`src/hw/mst_pkg.sv`:
```
package mst_pkg;

    localparam int ADDR_W = 8;
    localparam int DATA_W = 16;

    // Register offsets, one 16-bit register per address
    localparam logic [7:0] SUPPLY_CFG_OFS  = 8'h44;
    localparam logic [7:0] CLOCK_CFG_OFS   = 8'h45;
    localparam logic [7:0] DIGITAL_CFG_OFS = 8'h46;
    localparam logic [7:0] FLAG_GATE_OFS   = 8'h47;
    localparam logic [7:0] EVENT_STAT_OFS  = 8'h50;
    localparam logic [7:0] EVENT_MASK_OFS  = 8'h51;

    localparam logic [15:0] REG_RESET       = 16'h0000;
    localparam logic [15:0] SUPPLY_WR_MASK  = 16'hff87;
    localparam logic [15:0] CLOCK_WR_MASK   = 16'hffff;
    localparam logic [15:0] DIGITAL_WR_MASK = 16'h0307;

    // Clock self-test field positions
    localparam int CLK_FAST_BIT = 3;
    localparam int CLK_SLOW_BIT = 2;
    localparam int OSC_WD_BIT   = 1;
    localparam int MAIN_WD_BIT  = 0;

    // Digital self-test field positions
    localparam int CRC_PAT_LSB  = 8;
    localparam int CRC_PAT_MSB  = 9;
    localparam int GRP_A_BIT    = 2;
    localparam int GRP_B_BIT    = 1;
    localparam int GRP_MAIN_BIT = 0;
    localparam logic [1:0] CRC_PAT_OFF = 2'h0;

    // Event status bit positions
    localparam int EV_SUPPLY_PASS = 0;
    localparam int EV_CLOCK_PASS  = 1;
    localparam int EV_CRC_PASS    = 2;
    localparam int EV_TIMEOUT     = 3;
    localparam int EV_CONFLICT    = 4;
    localparam int EV_W           = 5;

    // Wait for a forced monitor to answer, in clock cycles
    localparam int TEST_WAIT_CYCLES = 1000;

    typedef struct packed {
        logic [7:0]  addr;
        logic [15:0] wdata;
        logic        wr;
        logic        rd;
    } mst_bus_req_type;

    typedef struct packed {
        logic [1:0] grp_a;
        logic [1:0] grp_b;
        logic [1:0] grp_main;
    } mst_pin_pair_type;

    typedef enum logic [1:0] {
        WATCH_IDLE = 2'b00,
        WATCH_WAIT = 2'b01,
        WATCH_PASS = 2'b11,
        WATCH_FAIL = 2'b10
    } mst_watch_type;

endpackage

```
`src/hw/mst_selftest_ctrl.sv`:
```
`timescale 1ns/1ns
// Behaviour
// RULE1 - Six supply tests, each gated by monitor enable
// RULE2 - Passing test sets active-low fault flag
// RULE3 - Three oscillation tests, gated, set oscillation flags
// RULE4 - Three ground-open tests, gated, set disconnect flags
// RULE5 - Supply register bits 6:3 read zero
// RULE6 - Clock register bits 15:4 plain spare storage
// RULE7 - Too-fast test forces frequency fault when enabled
// RULE8 - Too-slow test forces same frequency fault
// RULE9 - Software never sets both frequency tests together
// RULE10 - Backup oscillator watchdog test, gated by enable
// RULE11 - Main clock watchdog test, gated by enable
// RULE12 - Two-bit CRC pattern select, zero disables
// RULE13 - Readback inversion only on output-direction pins
// RULE14 - Digital register bits 15:10, 7:3 read zero
// RULE15 - All self-test registers reset to zero
// RULE16 - Unmasked fault flags drive summary fault
// RULE17 - Software clears test and sees recovery first
module mst_selftest_ctrl #(
    parameter int WAIT_CYCLES = mst_pkg::TEST_WAIT_CYCLES
) (
    input  wire logic                      core_clk,
    input  wire logic                      resetn,
    input  wire mst_pkg::mst_bus_req_type  bus_req,
    output logic [15:0]                    bus_rdata,
    input  wire logic [15:0]               supply_monitor_on,
    input  wire logic                      clock_frequency_monitor_on,
    input  wire logic                      backup_osc_watchdog_on,
    input  wire logic                      main_clock_watchdog_on,
    input  wire logic [15:0]               supply_fault_n,
    input  wire logic                      clock_frequency_fault_flag_n,
    input  wire logic                      backup_osc_watchdog_fault_n,
    input  wire logic                      main_clock_watchdog_fault_n,
    input  wire logic                      memory_crc_fault_flag_n,
    input  wire mst_pkg::mst_pin_pair_type pin_value,
    input  wire mst_pkg::mst_pin_pair_type pin_direction,
    output logic [15:0]                    supply_test_force,
    output logic                           clock_too_fast_force,
    output logic                           clock_too_slow_force,
    output logic                           backup_osc_watchdog_force,
    output logic                           main_clock_watchdog_force,
    output logic [1:0]                     memory_crc_test_pattern,
    output mst_pkg::mst_pin_pair_type      pin_readback,
    output logic                           power_summary_fault_n,
    output logic                           irq
);

    // Any forced monitor that already shows its fault
    function automatic logic flag_hit(
        input logic [15:0] force_vec,
        input logic [15:0] fault_n_vec
    );
        flag_hit = |(force_vec & ~fault_n_vec);
    endfunction

    logic [15:0]               supply_cfg_reg;
    logic [15:0]               clock_cfg_reg;
    logic [15:0]               digital_cfg_reg;
    logic [15:0]               flag_gate_reg;
    logic [mst_pkg::EV_W-1:0]  event_stat_reg;
    logic [mst_pkg::EV_W-1:0]  event_mask_reg;
    logic [mst_pkg::EV_W-1:0]  event_set;
    logic [15:0]               rdata_next;
    logic [15:0]               clock_force_vec;
    logic [15:0]               clock_fault_vec;
    logic                      freq_conflict;
    logic                      any_active;
    logic                      supply_hit;
    logic                      clock_hit;
    logic                      crc_hit;
    logic                      supply_hit_reg;
    logic                      clock_hit_reg;
    logic                      crc_hit_reg;
    logic                      wr_stat;
    logic                      wr_conflict;
    mst_pkg::mst_watch_type    watch_reg;
    mst_pkg::mst_watch_type    watch_next;
    logic [15:0]               wait_cnt_reg;
    logic [15:0]               wait_cnt_next;

    localparam logic [15:0] WAIT_LAST = 16'(WAIT_CYCLES - 1);

    // Register writes

    always_ff @(posedge core_clk or negedge resetn) begin
        if (!resetn) begin
            supply_cfg_reg <= mst_pkg::REG_RESET; // [RULE15]
        end else if (bus_req.wr && bus_req.addr == mst_pkg::SUPPLY_CFG_OFS) begin
            // Unused bits never store, so they read back zero
            supply_cfg_reg <= bus_req.wdata & mst_pkg::SUPPLY_WR_MASK; // [RULE5]
        end
    end

    always_ff @(posedge core_clk or negedge resetn) begin
        if (!resetn) begin
            clock_cfg_reg <= mst_pkg::REG_RESET; // [RULE15]
        end else if (bus_req.wr && bus_req.addr == mst_pkg::CLOCK_CFG_OFS) begin
            // Upper spare bits only store and read back
            clock_cfg_reg <= bus_req.wdata & mst_pkg::CLOCK_WR_MASK; // [RULE6]
        end
    end

    always_ff @(posedge core_clk or negedge resetn) begin
        if (!resetn) begin
            digital_cfg_reg <= mst_pkg::REG_RESET; // [RULE15]
        end else if (bus_req.wr && bus_req.addr == mst_pkg::DIGITAL_CFG_OFS) begin
            digital_cfg_reg <= bus_req.wdata & mst_pkg::DIGITAL_WR_MASK; // [RULE14]
        end
    end

    always_ff @(posedge core_clk or negedge resetn) begin
        if (!resetn) begin
            flag_gate_reg <= mst_pkg::REG_RESET;
        end else if (bus_req.wr && bus_req.addr == mst_pkg::FLAG_GATE_OFS) begin
            flag_gate_reg <= bus_req.wdata;
        end
    end

    always_ff @(posedge core_clk or negedge resetn) begin
        if (!resetn) begin
            event_mask_reg <= '0;
        end else if (bus_req.wr && bus_req.addr == mst_pkg::EVENT_MASK_OFS) begin
            event_mask_reg <= bus_req.wdata[mst_pkg::EV_W-1:0];
        end
    end

    // Monitor forcing

    // Both frequency tests at once would cancel each other in the monitor,
    // so neither is forced until software resolves it
    assign freq_conflict = clock_cfg_reg[mst_pkg::CLK_FAST_BIT]
                         & clock_cfg_reg[mst_pkg::CLK_SLOW_BIT]; // [RULE9]

    always_ff @(posedge core_clk or negedge resetn) begin
        if (!resetn) begin
            supply_test_force <= '0;
        end else begin
            // Over/undervoltage, oscillation and ground-open share one layout
            supply_test_force <= supply_cfg_reg & supply_monitor_on; // [RULE1] [RULE3] [RULE4]
        end
    end

    always_ff @(posedge core_clk or negedge resetn) begin
        if (!resetn) begin
            clock_too_fast_force      <= 1'b0;
            clock_too_slow_force      <= 1'b0;
            backup_osc_watchdog_force <= 1'b0;
            main_clock_watchdog_force <= 1'b0;
        end else begin
            clock_too_fast_force <= clock_cfg_reg[mst_pkg::CLK_FAST_BIT]
                                  & clock_frequency_monitor_on
                                  & ~freq_conflict; // [RULE7]
            clock_too_slow_force <= clock_cfg_reg[mst_pkg::CLK_SLOW_BIT]
                                  & clock_frequency_monitor_on
                                  & ~freq_conflict; // [RULE8]
            backup_osc_watchdog_force <= clock_cfg_reg[mst_pkg::OSC_WD_BIT]
                                       & backup_osc_watchdog_on; // [RULE10]
            main_clock_watchdog_force <= clock_cfg_reg[mst_pkg::MAIN_WD_BIT]
                                       & main_clock_watchdog_on; // [RULE11]
        end
    end

    always_ff @(posedge core_clk or negedge resetn) begin
        if (!resetn) begin
            memory_crc_test_pattern <= mst_pkg::CRC_PAT_OFF;
        end else begin
            memory_crc_test_pattern <=
                digital_cfg_reg[mst_pkg::CRC_PAT_MSB:mst_pkg::CRC_PAT_LSB]; // [RULE12]
        end
    end

    // Pin readback path

    always_ff @(posedge core_clk or negedge resetn) begin
        if (!resetn) begin
            pin_readback <= '0;
        end else begin
            // Only output pins invert, so input readings stay trustworthy
            pin_readback.grp_a <= pin_value.grp_a
                ^ (pin_direction.grp_a & {2{digital_cfg_reg[mst_pkg::GRP_A_BIT]}}); // [RULE13]
            pin_readback.grp_b <= pin_value.grp_b
                ^ (pin_direction.grp_b & {2{digital_cfg_reg[mst_pkg::GRP_B_BIT]}}); // [RULE13]
            pin_readback.grp_main <= pin_value.grp_main
                ^ (pin_direction.grp_main & {2{digital_cfg_reg[mst_pkg::GRP_MAIN_BIT]}}); // [RULE13]
        end
    end

    // Summary fault flag

    always_ff @(posedge core_clk or negedge resetn) begin
        if (!resetn) begin
            power_summary_fault_n <= 1'b1;
        end else begin
            power_summary_fault_n <= ~|(~supply_fault_n & ~flag_gate_reg); // [RULE16]
        end
    end

    // Answer watch

    assign clock_force_vec = {12'h000,
                              clock_too_fast_force | clock_too_slow_force,
                              1'b0,
                              backup_osc_watchdog_force,
                              main_clock_watchdog_force};
    assign clock_fault_vec = {12'hfff,
                              clock_frequency_fault_flag_n,
                              1'b1,
                              backup_osc_watchdog_fault_n,
                              main_clock_watchdog_fault_n};

    assign supply_hit = flag_hit(supply_test_force, supply_fault_n); // [RULE2]
    assign clock_hit  = flag_hit(clock_force_vec, clock_fault_vec); // [RULE2]
    assign crc_hit    = (memory_crc_test_pattern != mst_pkg::CRC_PAT_OFF)
                      & ~memory_crc_fault_flag_n; // [RULE12]
    assign any_active = (|supply_test_force) | (|clock_force_vec)
                      | (memory_crc_test_pattern != mst_pkg::CRC_PAT_OFF);

    always_comb begin
        watch_next    = watch_reg;
        wait_cnt_next = wait_cnt_reg;
        unique case (watch_reg)
            mst_pkg::WATCH_IDLE: begin
                wait_cnt_next = '0;
                if (any_active) begin
                    watch_next = mst_pkg::WATCH_WAIT;
                end
            end
            mst_pkg::WATCH_WAIT: begin
                if (!any_active) begin
                    watch_next = mst_pkg::WATCH_IDLE;
                end else if (supply_hit || clock_hit || crc_hit) begin
                    watch_next = mst_pkg::WATCH_PASS; // [RULE2]
                end else if (wait_cnt_reg == WAIT_LAST) begin
                    watch_next = mst_pkg::WATCH_FAIL;
                end else begin
                    wait_cnt_next = wait_cnt_reg + 16'h0001;
                end
            end
            mst_pkg::WATCH_PASS, mst_pkg::WATCH_FAIL: begin
                // Idle only once the test is cleared
                if (!any_active) begin
                    watch_next = mst_pkg::WATCH_IDLE; // [RULE17]
                end
            end
        endcase
    end

    always_ff @(posedge core_clk or negedge resetn) begin
        if (!resetn) begin
            watch_reg    <= mst_pkg::WATCH_IDLE;
            wait_cnt_reg <= '0;
        end else begin
            watch_reg    <= watch_next;
            wait_cnt_reg <= wait_cnt_next;
        end
    end

    always_ff @(posedge core_clk or negedge resetn) begin
        if (!resetn) begin
            supply_hit_reg <= 1'b0;
            clock_hit_reg  <= 1'b0;
            crc_hit_reg    <= 1'b0;
        end else begin
            supply_hit_reg <= supply_hit;
            clock_hit_reg  <= clock_hit;
            crc_hit_reg    <= crc_hit;
        end
    end

    // Events and interrupt

    assign wr_conflict = bus_req.wr && bus_req.addr == mst_pkg::CLOCK_CFG_OFS
                       && bus_req.wdata[mst_pkg::CLK_FAST_BIT]
                       && bus_req.wdata[mst_pkg::CLK_SLOW_BIT]; // [RULE9]

    always_comb begin
        event_set = '0;
        event_set[mst_pkg::EV_SUPPLY_PASS] = supply_hit & ~supply_hit_reg;
        event_set[mst_pkg::EV_CLOCK_PASS]  = clock_hit & ~clock_hit_reg;
        event_set[mst_pkg::EV_CRC_PASS]    = crc_hit & ~crc_hit_reg;
        event_set[mst_pkg::EV_TIMEOUT]     = (watch_reg == mst_pkg::WATCH_WAIT)
                                           & (watch_next == mst_pkg::WATCH_FAIL);
        event_set[mst_pkg::EV_CONFLICT]    = wr_conflict;
    end

    assign wr_stat = bus_req.wr && bus_req.addr == mst_pkg::EVENT_STAT_OFS;

    always_ff @(posedge core_clk or negedge resetn) begin
        if (!resetn) begin
            event_stat_reg <= '0;
        end else if (wr_stat) begin
            // A new event in the clearing cycle stays set
            event_stat_reg <= (event_stat_reg & ~bus_req.wdata[mst_pkg::EV_W-1:0])
                            | event_set;
        end else begin
            event_stat_reg <= event_stat_reg | event_set;
        end
    end

    assign irq = |(event_stat_reg & event_mask_reg);

    // Register reads

    always_comb begin
        rdata_next = '0;
        if (bus_req.rd) begin
            unique case (bus_req.addr)
                mst_pkg::SUPPLY_CFG_OFS:  rdata_next = supply_cfg_reg;
                mst_pkg::CLOCK_CFG_OFS:   rdata_next = clock_cfg_reg;
                mst_pkg::DIGITAL_CFG_OFS: rdata_next = digital_cfg_reg;
                mst_pkg::FLAG_GATE_OFS:   rdata_next = flag_gate_reg;
                mst_pkg::EVENT_STAT_OFS:  rdata_next = {11'h000, event_stat_reg};
                mst_pkg::EVENT_MASK_OFS:  rdata_next = {11'h000, event_mask_reg};
                default:                  rdata_next = '0;
            endcase
        end
    end

    always_ff @(posedge core_clk or negedge resetn) begin
        if (!resetn) begin
            bus_rdata <= '0;
        end else begin
            bus_rdata <= rdata_next;
        end
    end

endmodule // mst_selftest_ctrl

```
`config.mk`:
```
export PLATFORM = sky130hd
export DESIGN_NAME = mst_selftest_ctrl
export DESIGN_NICKNAME = d
export VERILOG_FILES = /design/src/hw/mst_pkg.sv /design/src/hw/mst_selftest_ctrl.sv
export SDC_FILE = /design/constraint.sdc
export NUM_CORES = 1
export LEC_CHECK = 0
export BUFFER_PORTS_ARGS = -buffer_cell sky130_fd_sc_hd__clkbuf_2
export CORE_ASPECT_RATIO = 1.25
export CORE_MARGIN = 2
export CORE_UTILIZATION = 50
export CTS_CLUSTER_SIZE = 16
export DETAILED_ROUTE_END_ITERATION = 16
export GPL_TIMING_DRIVEN = 0
export PLACE_DENSITY = 0.84
export RECOVER_POWER = 50
export SYNTH_ARGS = -nofsm -noshare
export SYNTH_HDL_FRONTEND = slang
export SYNTH_SLANG_ARGS = --single-unit
```
`constraint.sdc`:
```
create_clock -name core_clk -period 4.6 [get_ports core_clk]
set_input_delay 1.38 -clock core_clk [delete_from_list [all_inputs] [get_ports core_clk]]
set_output_delay 1.38 -clock core_clk [all_outputs]
set_load 0.01 [all_outputs]
```
After elaboration in Yosys (flattened, before gate mapping)
Cells that the tools add are included.
- register bits after elaboration: 125
- output and inout bits: 46
- word-level logic and storage cells: 110
- add/sub/neg operators: 1
- eq/ne operators: 14
- mux-type cells: 13
- bitwise logic cells: 38
- reductions and logical operators: 22
- operators with widths (kind ; count):
    case mux 16 bit (6 select lines) ; 1
    2-to-1 mux 16 bit ; 4
    OR reduction 16 bit ; 4
    bitwise AND 16 bit ; 3
    == test 8 x 7 -> 1 bit, second input constant ; 6
    inverter 16 bit ; 3
    case mux 16 bit (2 select lines) ; 1
    adder 16 x 1 -> 16 bit, second input constant ; 1
    bitwise AND 4 x 16 -> 16 bit ; 1
    == test 16 x 10 -> 1 bit, second input constant ; 1
    bitwise AND 1 bit ; 12
    bitwise AND 5 bit ; 2
    2-to-1 mux 2 bit ; 5
    OR 5 bit ; 2
    logical AND 1 bit ; 8
    bitwise AND 2 bit ; 3
    == test 2 bit, second input constant ; 3
    inequality test 2 bit, second input constant ; 3
    case mux 2 bit (3 select lines) ; 1
    XOR 2 bit ; 3
    2-to-1 mux 5 bit ; 1
    inverter 1 bit ; 5
    inverter 5 bit ; 1
    OR reduction 5 bit ; 1
    9 further kinds ; 13

Depth between registers and ports, before layout
- word-level depth: 12
- depth in mapped cells: 8
- mapped depth without buffers: 6

Least setup slack after synthesis
No wires, ideal clock.
- path type: input to register
- start: input port bus_req[23] (netlist bit)
- end: register flag_gate_reg[10]
- arrival: 3.088 ns
- data required time: 4.475 ns
- slack: 1.387 ns
- stages: 8
- buffers on the path: 3
- path through: or4b_4 -> nor3b_2 -> buf_4 -> and3_4 -> buf_8 -> nand2_8 -> buf_12 -> mux2_4
- longest elaborated chain between the ends: 2
- ends and longest elaborated chain (element ; line ; RTL):
    from (decl) ; mst_selftest_ctrl.sv:25 ; input wire mst_pkg::mst_bus_req_type bus_req,
    == test 8 x 7 -> 1 bit ; mst_selftest_ctrl.sv:115 ; end else if (bus_req.wr && bus_req.addr == mst_pkg::FLAG_GATE_OFS) begin
    logical AND 1 bit ; mst_selftest_ctrl.sv:115 ;
    to (signal assigned) ; mst_selftest_ctrl.sv:114 ; flag_gate_reg <= mst_pkg::REG_RESET;
    to (signal assigned) ; mst_selftest_ctrl.sv:116 ; flag_gate_reg <= bus_req.wdata;
    to (decl) ; mst_selftest_ctrl.sv:60 ; logic [15:0] flag_gate_reg;
No other way between the ends.
A chain may end at the register's enable or synchronous reset.

==> summary.txt <==
Clock network
  • # hold bufs at CTS: 0
  • Clk_lat worst skew: between 0.4 and 0.5 ns
  • Total setup buffers inserted after CTS: 0
  • Reg clk slew, reported paths: roughly 0.060 ns
  • Clock root buffer: clkbuf_16
  • Post-cts resize count: 0
  • Clk buf depth: 2
  • Clk sink count: 121
  • TritonCTS clock tree: done
  • CTS H-Tree Depth: 4
  • Total CTS buffers: 17

Timing
  • Setup TNS: 0 ns
  • Tmin final: 3.48 ns
  • Final setup vio count: 0
  • Final Hold Viols: 0
  • Setup ws final: around 1.1 ns
  • Max Clock Freq: roughly 290 MHz
  • Worst-Margin Slew: between 2 and 3 ns
  • Unrepaired setup endpoints after global routing: no
  • Slew Limit Headroom: -0.882
  • Fin crit share: 0.756
  • Setup Skew: between 0.006 and 0.007 ns
  • Slew Limit Fails: 51

Routing
  • Avg WL per Cell: slightly above 20 um
  • Number of DRC markers in iteration 0: about 360
  • Vias after detailed routing: around 4,600
  • Drt drc: 0
  • Routed Antenna Nets: 0
  • Vias per inst: roughly 6
  • Overall routed net length: roughly 16,000 um
  • TritonRoute pass-1 iters: 5

Worst setup path
  • Crit path max-delay family: buffers and inverters
  • Crit. Startpoint: resetn
  • R2R cell count: 6
  • R2R setup slack: roughly 2.0 ns
  • Reg2Reg Launch Point: memory_crc_test_pattern[1]
  • Stages on worst setup path: 1
  • Crit-path cells: clkbuf_1
  • Endpoint class of the critical path: asynchronous set/reset pin
  • CP bufs+invs: 1
  • Worst Path Required: between 4 and 5 ns
  • Worst setup SP type: input port
  • CP Capture Point: pin_readback[4]
  • Slowest Stage Delay on Critical Path: 1.95 ns
  • CP max-delay cell: clkbuf_1
  • Critical R2R Capture: wait_cnt_reg[13]
  • Arr. time, crit path: about 3.4 ns
  • Worst-path maximum fanout: between 50 and 60
  • Crit Path Class: in2async

Synthesis
  • Cell variety after synth: slightly below 60
  • Warnings, synthesis: 0
  • Synth area leader: dfrtp_1
  • Synth Flop Type: dfrtp_1
  • Post-synth EDFFs: 0
  • Asr flop ratio synth: 1.00
  • Sequential share of the synthesized area: 0.535
  • Top-count cell post-synth: dfrtp_1
  • Post-synth top cells: 120 x dfrtp_1, 50 x mux2_2, 45 x nand2_1, 31 x nor2_1
  • Mapped Area: 0.00566 mm^2
  • Mean Syn Cell Area: 11.6 um^2
  • Ranking of synthesized cells by area: dfrtp_1 53%, mux2_2 9.9%, nand2_1 3.0%, mux2_4 2.7%, nor2_1 2.1%
  • FF+latch count, synth: between 100 and 150
  • Top cell type's share of synthesized area: 0.531
  • Synth Instances: around 490

GRT
  • GRT overflow: 0
  • First-pass GRT wire length: around 25,000 um
  • Initial antenna violation count: 0
  • Vias in the first global route: roughly 4,800
  • Largest net degree at the start of global routing: between 70 and 80
  • Gr usage total: 0.265

Power
  • Pleak: around 0.0035 uW
  • Int Pwr: 2230 uW
  • Switching Fraction: 0.252
  • Pwr Density: 420 mW/mm^2
  • Flop pwr share: 0.388
  • Gate power share: 0.111
  • Maximum vdd drop: between 0.2 and 0.3 mV
  • Clock power share: 0.501
  • Sw Pwr: about 750 uW

Placement
  • Buffers added on ports: roughly 120
  • Place WS: around 0.95 ns
  • Detailed Place HPWL: around 11,000 um
  • Final RePlAce weighted congestion: just over 0.9

Floorplan
  • Rows: 43
  • Die H: about 120 um
  • Chip width: about 99 um
  • Initial Utilization: 0.511
  • Die Area: around 0.012 mm^2
  • # IOs: roughly 130
  • CORE AREA: between 0.01 and 0.015 mm^2

Flow run
  • Max-Cap Viols: 1

Worst hold path
  • Hold crit path type: reg2reg
  • Worst Hold Depth: 0

Outcome
  • Failing checks: max-capacitance violations, max-slew violations
  • Status: complete, but fails checks

Final layout
  • Share of cells above drive strength 1: 0.365
  • FILL cells: approximately 860
  • Synth-to-Final Area Change: 25.7%
  • Inserted Diodes: 0
  • Final-stage net count: about 710
==> layout make-up <==
class                      count  area, um^2  share of cell area
multi-input combinational    329        2440               0.344
sequential                   121        3030               0.426
inverter                      11        41.3             0.00580
tap                          135         169              0.0237
clock buffer                  19         453              0.0637
buffer                        28         156              0.0220
clock inverter                13         215              0.0302
timing repair buffer         117         606              0.0851
==> layer usage <==
metal	track usage	share of wire
met4	0.107	0.021
met2	0.459	0.53
met3	0.0571	0.058
met5	0	0
met1	0.324	0.39
==> worst min path at each step <==
stage                                  start                    endpoint
after global routing      digital_cfg_reg[8]  memory_crc_test_pattern[0]
final                     digital_cfg_reg[8]  memory_crc_test_pattern[0]
after CTS                 digital_cfg_reg[8]  memory_crc_test_pattern[0]
after detailed placement  digital_cfg_reg[8]  memory_crc_test_pattern[0]
after floorplan           digital_cfg_reg[8]  memory_crc_test_pattern[0]
after global placement    digital_cfg_reg[8]  memory_crc_test_pattern[0]
==> logic make-up after synthesis <==
| family | Yosys count | share of synthesized area |
|---|---|---|
| AND/OR/NAND/NOR | 170 | 0.164 |
| flip-flops | 121 | 0.535 |
| AO/OA/AOI/OAI | 76 | 0.102 |
| multiplexers | 72 | 0.152 |
| buffers and inverters | 39 | 0.0349 |
| XOR/XNOR | 6 | 0.00928 |
| adder cells (fa/ha/maj) | 1 | 0.00221 |
| other | 1 | 0.000662 |
==> placed cells by master, fill, tap and decap left out, types with 7 or more instances in the layout <==
master,n
a22oi_1,8
a31oi_1,8
and2_0,9
and2_1,8
and3_1,7
clkbuf_1,19
clkbuf_16,17
clkbuf_2,114
dfrtp_1,120
inv_1,11
mux2_2,50
mux2_4,10
mux2i_1,10
nand2_1,45
nand2b_1,11
nand3_1,15
nand4_1,7
nor2_1,31
nor4_1,9
o21ai_0,7
o311ai_0,13
==> power groups by stage <==
| stage | sequential (uW) | combinational (uW) | clock (uW) |
|---|---|---|---|
| global placement | 1170 | 314 | 0 |
| finish | 1160 | 331 | 1500 |
| detailed placement | 1180 | 326 | 0 |
| CTS | 1160 | 329 | 1510 |
| global route | 1170 | 363 | 1560 |
| floorplan | 1160 | 181 | 0 |
==> per-stage QoR <==
step / util / instance area (um^2) / instances / hold WS [ns] / total power (uW)
after global routing: 0.642 / 7110 / 773 / 0.434 / 3080
final: 0.642 / 7110 / 773 / 0.411 / 2990
after global placement: 0.579 / 6420 / 740 / 0.381 / 1490
after detailed placement: 0.583 / 6460 / 741 / 0.400 / 1500
after floorplan: - / 5670 / 489 / 0.365 / 1350
after CTS: 0.643 / 7130 / 773 / 0.416 / 3000
==> worst reg2reg max path: stages (launching register included) <==
cell and delay [ns]:
dfrtp_1 0.40, o21bai_1 0.28, o2111ai_1 0.20, nor4_1 0.74
clkbuf_1 0.47, nand3_1 0.12, o311ai_0 0.30
(Power assumes the default switching activity.)
